<file path="config.mk">
export PLATFORM = sky130hd
export DESIGN_NAME = srx_exec
export DESIGN_NICKNAME = d
export VERILOG_FILES = /design/src/design/srx_pkg.sv /design/src/design/srx_exec.sv /design/src/design/srx_decode.sv /design/src/design/srx_rotins.sv
export SDC_FILE = /design/constraint.sdc
export NUM_CORES = 1
export LEC_CHECK = 0
export BUFFER_PORTS_ARGS = -buffer_cell sky130_fd_sc_hd__buf_2
export CAP_MARGIN = 5
export CORE_AREA = 2 2 199 201
export CTS_CLUSTER_DIAMETER = 120
export DETAILED_ROUTE_END_ITERATION = 10
export DIE_AREA = 0 0 201 203
export GPL_ROUTABILITY_DRIVEN = 0
export GPL_TIMING_DRIVEN = 0
export PLACE_DENSITY_LB_ADDON = 0.15
export REMOVE_ABC_BUFFERS = 1
export SLEW_MARGIN = 20
export SYNTH_ARGS = -nofsm -noshare
export SYNTH_HDL_FRONTEND = slang
export SYNTH_SLANG_ARGS = --single-unit
</file>
<file path="constraint.sdc">
create_clock -name clock -period 1.6 [get_ports clock]
set_input_delay 0.24 -clock clock [delete_from_list [all_inputs] [get_ports clock]]
set_output_delay 0.24 -clock clock [all_outputs]
set_load 0.1 [all_outputs]
</file>
<file path="src/design/srx_pkg.sv">
// Constants, encodings and field positions of the rotate-insert, system call and subtract block
// Contract
// - Rotate-insert: opcode 31, extended 537, fields
// - Rotation count from amount bits 27-31 only
// - Source bit 0 moved right, others kept
// - Rotate-insert never changes exception register
// - Record flag set updates condition field zero
// - Plain call: interrupt, next address to save_pc
// - Plain call saves state bits 0,5-9,16-31
// - Plain call: save bits 1-4,10-15 undefined
// - Calls: opcode 17, tier 20-26, bit 30/31
// - Vectored call: interrupt, next address to link
// - Vectored call saves state into count register
// - Vectored: count bits 33-36,42-47 undefined
// - System calls never modify machine state word
// - Subtract-immediate opcode 12 adds sign-extended field
// - Subtract-immediate sets carry from addition
// - Subtract-immediate leaves condition field zero alone
package srx_pkg;
    // Bit numbering: bit 0 is the most significant bit of the word
    localparam int WORD_W = 32;
    localparam int WIDE_W = 64;
    localparam int REG_AW = 5;
    localparam logic [5:0] OPC_ROTINS = 6'h1f;
    localparam logic [9:0] XOP_ROTINS = 10'h219;
    localparam logic [5:0] OPC_SYSCALL = 6'h11;
    localparam logic [5:0] OPC_SUBIMM = 6'h0c;
    // Field positions, counted from bit 0 at the left
    localparam int POS_OPC = 0;
    localparam int POS_SRC = 6;
    localparam int POS_DST = 11;
    localparam int POS_AMT = 16;
    localparam int POS_XOP = 21;
    localparam int POS_REC = 31;
    localparam int POS_TIER = 20;
    localparam int POS_PLAIN = 30;
    localparam int POS_VECT = 31;
    localparam int POS_COUNT = 27;
    // Kept state bit masks, left-numbered: 0, 5-9, 16-31 and 0-32, 37-41, 48-63
    localparam logic [31:0] SAVE_MASK32 = 32'h87c0ffff;
    localparam logic [63:0] SAVE_MASK64 = 64'hffffffff87c0ffff;
    // Exception register bits in the usual right-numbered word: summary and carry
    localparam int XER_SO = 31;
    localparam int XER_CA = 29;
    localparam logic [3:0] CR0_RESET = 4'h0;
    localparam logic [31:0] XER_RESET = 32'h00000000;
    localparam logic [63:0] WIDE_RESET = 64'h0;
    localparam logic [31:0] WORD_RESET = 32'h0;
    typedef enum logic [2:0] {
        SRX_OP_NONE, SRX_OP_ROTINS, SRX_OP_PLAIN, SRX_OP_VECT, SRX_OP_SUBIMM
    } srx_op_type;
    // Field extraction with left-numbered bit positions
    function automatic logic [4:0] srx_field5(input logic [31:0] w, input int pos);
        srx_field5 = w[31 - pos -: 5];
    endfunction
endpackage

</file>
<file path="src/design/srx_exec.sv">
// Decode and execute for rotate-insert, both system calls and subtract-immediate
`timescale 1ns/10ps
module srx_exec (
    // Clock and reset
    input wire logic clock,
    input wire logic arst_n,
    // Issued instruction and its address
    input wire logic instr_valid,
    input wire logic [31:0] instr,
    input wire logic [31:0] instr_addr,
    // Register file read ports
    output logic [4:0] rd_a_sel,
    output logic [4:0] rd_b_sel,
    output logic [4:0] rd_c_sel,
    input wire logic [31:0] rd_a_data,
    input wire logic [31:0] rd_b_data,
    input wire logic [31:0] rd_c_data,
    // Machine state and exception register inputs
    input wire logic [63:0] machine_state_word,
    input wire logic [31:0] xer_in,
    // Register file write port
    output logic gpr_we,
    output logic [4:0] gpr_wsel,
    output logic [31:0] gpr_wdata,
    // State outputs
    output logic [3:0] cond_field_zero,
    output logic [31:0] xer_out,
    output logic xer_we,
    output logic [31:0] save_pc_reg,
    output logic [31:0] save_state_reg,
    output logic [31:0] link_reg,
    output logic [63:0] count_reg,
    output logic syscall_irq
);
    import srx_pkg::*;

    // ----------------------------------------
    // State
    // ----------------------------------------
    typedef struct packed {
        logic gpr_we;
        logic [4:0] gpr_wsel;
        logic [31:0] gpr_wdata;
        logic [3:0] cr0;
        logic [31:0] xer;
        logic xer_we;
        logic [31:0] save_pc;
        logic [31:0] save_state;
        logic [31:0] link;
        logic [63:0] count;
        logic irq;
    } srx_state_type;

    srx_state_type s_q;
    srx_state_type s_d;
    srx_op_type op;
    logic [31:0] rot_res;
    logic [32:0] sum;
    logic [31:0] imm_ext;
    logic [31:0] next_addr;
    logic [3:0] flags;

    // ----------------------------------------
    // Operand selection
    // ----------------------------------------
    // Port a: source/operand, b: amount, c: destination old value
    assign rd_a_sel = (op == SRX_OP_SUBIMM) ? srx_field5(instr, POS_DST)
                                            : srx_field5(instr, POS_SRC);
    assign rd_b_sel = srx_field5(instr, POS_AMT);
    assign rd_c_sel = srx_field5(instr, POS_DST);

    srx_decode u_decode (
        .instr(instr),
        .valid(instr_valid),
        .op(op)
    );

    srx_rotins u_rotins (
        .src_val(rd_a_data),
        .dst_val(rd_c_data),
        .amt_val(rd_b_data),
        .result(rot_res)
    );

    // Field already holds the negated operand, so an add does the subtract
    assign imm_ext = {{16{instr[15]}}, instr[15:0]};
    assign sum = {1'b0, rd_a_data} + {1'b0, imm_ext};
    assign next_addr = instr_addr + 32'h00000004;
    // Signed compare with zero; sticky takes the current summary bit
    assign flags = {rot_res[31], ~rot_res[31] & (|rot_res), ~(|rot_res),
                    xer_in[XER_SO]};

    // ----------------------------------------
    // Next state
    // ----------------------------------------
    always_comb begin
        s_d = s_q;
        s_d.gpr_we = 1'b0;
        s_d.xer_we = 1'b0;
        s_d.irq = 1'b0;
        s_d.xer = xer_in;
        unique case (op)
            SRX_OP_ROTINS: begin
                s_d.gpr_we = 1'b1;
                s_d.gpr_wsel = srx_field5(instr, POS_DST);
                s_d.gpr_wdata = rot_res;
                // Exception register is never written here
                if (instr[31 - POS_REC]) begin
                    s_d.cr0 = flags;
                end
            end
            SRX_OP_PLAIN: begin
                s_d.irq = 1'b1;
                s_d.save_pc = next_addr;
                // Undefined positions are driven to zero for determinism
                s_d.save_state = machine_state_word[31:0] & SAVE_MASK32;
            end
            SRX_OP_VECT: begin
                s_d.irq = 1'b1;
                s_d.link = next_addr;
                s_d.count = machine_state_word & SAVE_MASK64;
            end
            SRX_OP_SUBIMM: begin
                s_d.gpr_we = 1'b1;
                s_d.gpr_wsel = srx_field5(instr, POS_SRC);
                s_d.gpr_wdata = sum[31:0];
                s_d.xer_we = 1'b1;
                s_d.xer[XER_CA] = sum[32];
                // Condition field zero left as is
            end
            default: begin
            end
        endcase
    end

    // Machine state word is only an input: no path writes it
    always_ff @(posedge clock or negedge arst_n) begin
        if (!arst_n) begin
            s_q <= '{gpr_we: 1'b0, gpr_wsel: 5'h00, gpr_wdata: WORD_RESET, cr0: CR0_RESET,
                     xer: XER_RESET, xer_we: 1'b0, save_pc: WORD_RESET,
                     save_state: WORD_RESET, link: WORD_RESET, count: WIDE_RESET,
                     irq: 1'b0};
        end else begin
            s_q <= s_d;
        end
    end

    assign gpr_we = s_q.gpr_we;
    assign gpr_wsel = s_q.gpr_wsel;
    assign gpr_wdata = s_q.gpr_wdata;
    assign cond_field_zero = s_q.cr0;
    assign xer_out = s_q.xer;
    assign xer_we = s_q.xer_we;
    assign save_pc_reg = s_q.save_pc;
    assign save_state_reg = s_q.save_state;
    assign link_reg = s_q.link;
    assign count_reg = s_q.count;
    assign syscall_irq = s_q.irq;
endmodule // srx_exec

</file>
<file path="src/design/srx_decode.sv">
// Instruction classifier for the four handled encodings
`timescale 1ns/10ps
module srx_decode (
    // Instruction
    input wire logic [31:0] instr,
    input wire logic valid,
    // Class
    output srx_pkg::srx_op_type op
);
    import srx_pkg::*;
    logic [5:0] opc;
    logic [9:0] xop;
    assign opc = instr[31 - POS_OPC -: 6];
    assign xop = instr[31 - POS_XOP -: 10];
    always_comb begin
        op = SRX_OP_NONE;
        if (valid) begin
            if (opc == OPC_ROTINS && xop == XOP_ROTINS) begin
                op = SRX_OP_ROTINS;
            end else if (opc == OPC_SYSCALL && instr[31 - POS_PLAIN]) begin
                op = SRX_OP_PLAIN;
            end else if (opc == OPC_SYSCALL && instr[31 - POS_VECT]) begin
                op = SRX_OP_VECT;
            end else if (opc == OPC_SUBIMM) begin
                op = SRX_OP_SUBIMM;
            end
        end
    end
endmodule // srx_decode

</file>
<file path="src/design/srx_rotins.sv">
// Rotate-right-insert-bit datapath
`timescale 1ns/10ps
module srx_rotins (
    // Operands
    input wire logic [31:0] src_val,
    input wire logic [31:0] dst_val,
    input wire logic [31:0] amt_val,
    // Result
    output logic [31:0] result
);
    import srx_pkg::*;
    logic [4:0] count;
    logic [31:0] pick;
    // Only left-numbered bits 27-31 (the low five) count; the rest is ignored
    assign count = amt_val[31 - POS_COUNT -: 5];
    // Left bit position n is right index 31-n
    assign pick = 32'h80000000 >> count;
    // A zero count lands back on bit 0 itself
    assign result = (dst_val & ~pick) | (src_val[31] ? pick : 32'h0);
endmodule // srx_rotins

</file>
==> qor.txt <==
Post-Syn Instances: 1310
VDD IR max: 714 uV
sequential power share: 30.8%
via/cell ratio: 4.99
Hold Crit Depth: 3
CTS tree: done
# H-tree levels: 1
RSZ-0062 raised after global routing: yes
global-route wire length before repair: 75.3 mm
Comb power frac: 35.7%
Layout area overhead: 58.6%
clk slew on worst S/H paths: 0.06 ns
fin worst setup slack: -0.214 ns
worst min path class: in -> reg
Via Count: 12.1k
IO Port Bufs: 452
CP Class: in -> out
# Max-Cap Violations: 0
Setup violations, final: 12
required time of the critical path: 1.36 ns
CTS buffer count: 26
Net Sw Frac: 40.4%
most used cell, CP: buf_12
vias in the first global route: 11.9k
worst r2r dst: gpr_wdata[29]
outcome: finished, violations left
Int Pwr: 11.9 mW
Die Span X: 201 um
initial antenna violation count: 4
final net count: 2177
Slew Limit Headroom: 47.6%
layout cells sized above 1: 39.2%
fin area: 18700 um^2
WL final: 51.1 mm
Synth Cell Area: 11800 um^2
worst-margin pin slew: 0.785 ns
CP Launch Type: primary input
library cells used by synthesis: 84
Crit. End Element: output pin
area fraction of the dominant cell type after synthesis: 45.9%
Final Critical Period: 1.81 ns
cells along the critical path: buf_6 > nand2b_4 > or4_4 > buf_12 > clkinv_16 > nand2_8 > nand2_4 > buf_12
#FFs+latches synth: 216
EDFF count, synth: 0
hold endpoint: save_pc_reg[15]
die area: 40800 um^2
yosys warns: 0
post-synthesis sequential area ratio: 45.9%
Routed Antenna Nets: 0
DP HPWL: 36.0 mm
Clock power frac: 33.6%
Pre-antenna DRT Iters: 5
Power Total: 19.9 mW
R2R depth: 2
max-slew violations: 0
total number of clock tree sinks: 216
Hold Path Origin: instr_addr[15]
top cells by area, synth: dfrtp_1, nand2_1, o21ai_0
Power Dens Cells: 1070 nW/um^2
Area after DPL: 14500 um^2
Starting DRT DRC Count: 619
violated checks: negative setup slack
Starting Density: 30.6%
DRC Markers: 0
root buf cell: clkbuf_16
Routed WL per cell: 21.1 um
I/O pin count: 510
top cell type by total area after synthesis: dfrtp_1
Largest register FFs: 54
top_reg_cell synth: dfrtp_1
Hold Worst Slack: 0.0243 ns
R2R Path Start: gpr_wdata[29]
height of the die: 203 um
Worst R2R Setup Slack: 0.63 ns
crit path max fanout: 7
Final Hold Violating Endpoints: 0
async set-reset flop share out of synthesis: 100%
total track usage: 23.9%
Clock Tree Buf Depth: 3
Clock Skew: 0 ns
arrival time worst endpoint: 1.57 ns
grt ovf: 0
Max Freq: 0.551 GHz
P_leak: 9.06 nW
largest net degree at the start of global routing: 82
row count: 72
Worst path slowest cell: or4_4
final worst-path cycle share: 113%
Post-Synthesis Mean Instance Area: 8.99 um^2
Largest stage delay, worst path: 0.55 ns
Net Sw Power: 8.06 mW
latest clock arrival within the worst-skew pair: 0.57 ns
Core Area: 38500 um^2
## kinds of logic (layout without fill, tap and decap cells)
| kind of cell | count (synthesis) | after routing | share of synthesized area (%) |
|---|---|---|---|
| and+or+nand+nor | 546 | 549 | 21.2 |
| AOI/OAI and AO/OA | 292 | 292 | 15.6 |
| DFF | 216 | 216 | 45.9 |
| buffers and inverters | 123 | 694 | 5.33 |
| muxes | 57 | 57 | 5.22 |
| xor gates and xnor gates | 41 | 41 | 3.05 |
| adders and majority gates | 34 | 34 | 3.68 |
| other | 1 | 21 | 0.0318 |
## power by group through the flow
stage	sequential [mW]	clock (mW)	combinational, mW
after floorplan	9.26	0	1.40
after global placement	6.20	0	6.07
after detailed placement	6.21	0	6.12
after CTS	6.13	6.87	6.81
after global routing	6.18	7.11	7.42
final	6.14	6.69	7.12
## cell usage after synthesis (all sizes together), types with 5 or more instances
cell	count
o221ai	10
nand2	333
nor4	7
o21ai	104
inv	17
clkbuf	54
xor2	21
buf	52
nand4	21
and4	5
ha	33
nor2	49
and2	7
nand3b	5
mux2	35
nand3	39
nor2b	9
nor3	24
o211ai	10
xnor2	20
a22oi	8
o31ai	6
mux2i	22
a211oi	8
nand2b	10
and3	10
o22ai	6
a21oi	67
dfrtp	216
or3	11
a31oi	10
a21o	6
o21a	11
## critical path, delay by kind of cell
family / cells / cell delay [ns]
buf+inv: 4 / 0.50
simple gates: 4 / 0.79
## how the worst max path moves through the flow
stage                    end  cells past startpoint  slack, ns      start
2_1_floorplan   link_reg[10]                      4      -1.77  instr[28]
3_3_place_gp   gpr_wdata[29]                      7      -4.55  instr[29]
3_5_place_dp   gpr_wdata[29]                      8      -1.61  instr[31]
4_1_cts          rd_a_sel[3]                      8      -0.32  instr[31]
5_1_grt          rd_a_sel[4]                      8      -0.24  instr[27]
6_report         rd_a_sel[3]                      8      -0.21  instr[27]
## what timing repair did
| item | in CTS | in global routing |
|---|---|---|
| pin swaps | 47 | 61 |
| setup buffers | 28 | 32 |
| cloned | 3 | 2 |
| endpoints found under the setup margin | 319 | 126 |
| hold endpoints to repair | 209 | 1 |
| hold buffers | 108 | 1 |
| resized for setup | 309 | 145 |
## cell usage in the layout, fill, tap and decap left out, types with 8 or more instances in the layout
master,Yosys,routed
nor3_1,21,18
o21ai_0,98,87
nand2_2,1,9
inv_1,16,16
mux2_2,34,33
xnor2_1,20,17
nand4_1,21,21
nor2_1,49,46
clkbuf_4,0,48
dlygate4sd3_1,0,109
o21ai_1,5,8
buf_6,4,11
o21ai_2,1,8
nand2_4,0,11
o21a_1,11,10
dfrtp_1,216,216
buf_2,18,239
mux2i_1,22,22
clkbuf_16,0,27
or3_1,10,9
a21oi_2,0,13
o221ai_1,10,9
o211ai_1,10,10
a31oi_1,10,9
buf_12,0,14
ha_2,0,8
buf_4,30,198
a21oi_1,67,50
xor2_1,21,21
and3_1,10,10
nand2_1,332,311
conb_1,1,20
ha_4,0,19
nand3_1,39,34
## routing by layer
| metal | routed length [um] | GRT usage, % |
|---|---|---|
| met1 | 20900 | 29.4 |
| met2 | 26000 | 43.5 |
| met3 | 2980 | 3.92 |
| met4 | 1280 | 6.19 |
| met5 | 0 | 0 |
## area by class of cell
type                    instances  area [um^2]
repair buffers                629         4740
fillers                      3599        19800
flip-flops and latches        216         5410
clock inverters                14          255
multi-input cells             993         6820
diodes                          1         2.50
clock buffers                  33          717
repair inverters                1         8.76
inverters                      17         90.1
well taps                     518          648
## per-stage QoR
stage	setup TNS [ns]	setup WS (ns)	utilization (%)	cells
floorplan	-239.08	-1.77	-	1223
global placement	-1395.99	-4.55	36.9	2193
detailed placement	-199.13	-1.61	37.6	2205
CTS	-5.92	-0.321	46.4	2391
global route	-2.07	-0.236	48.6	2422
finish	-1.39	-0.214	48.6	2422
(Power assumes the default switching activity.)
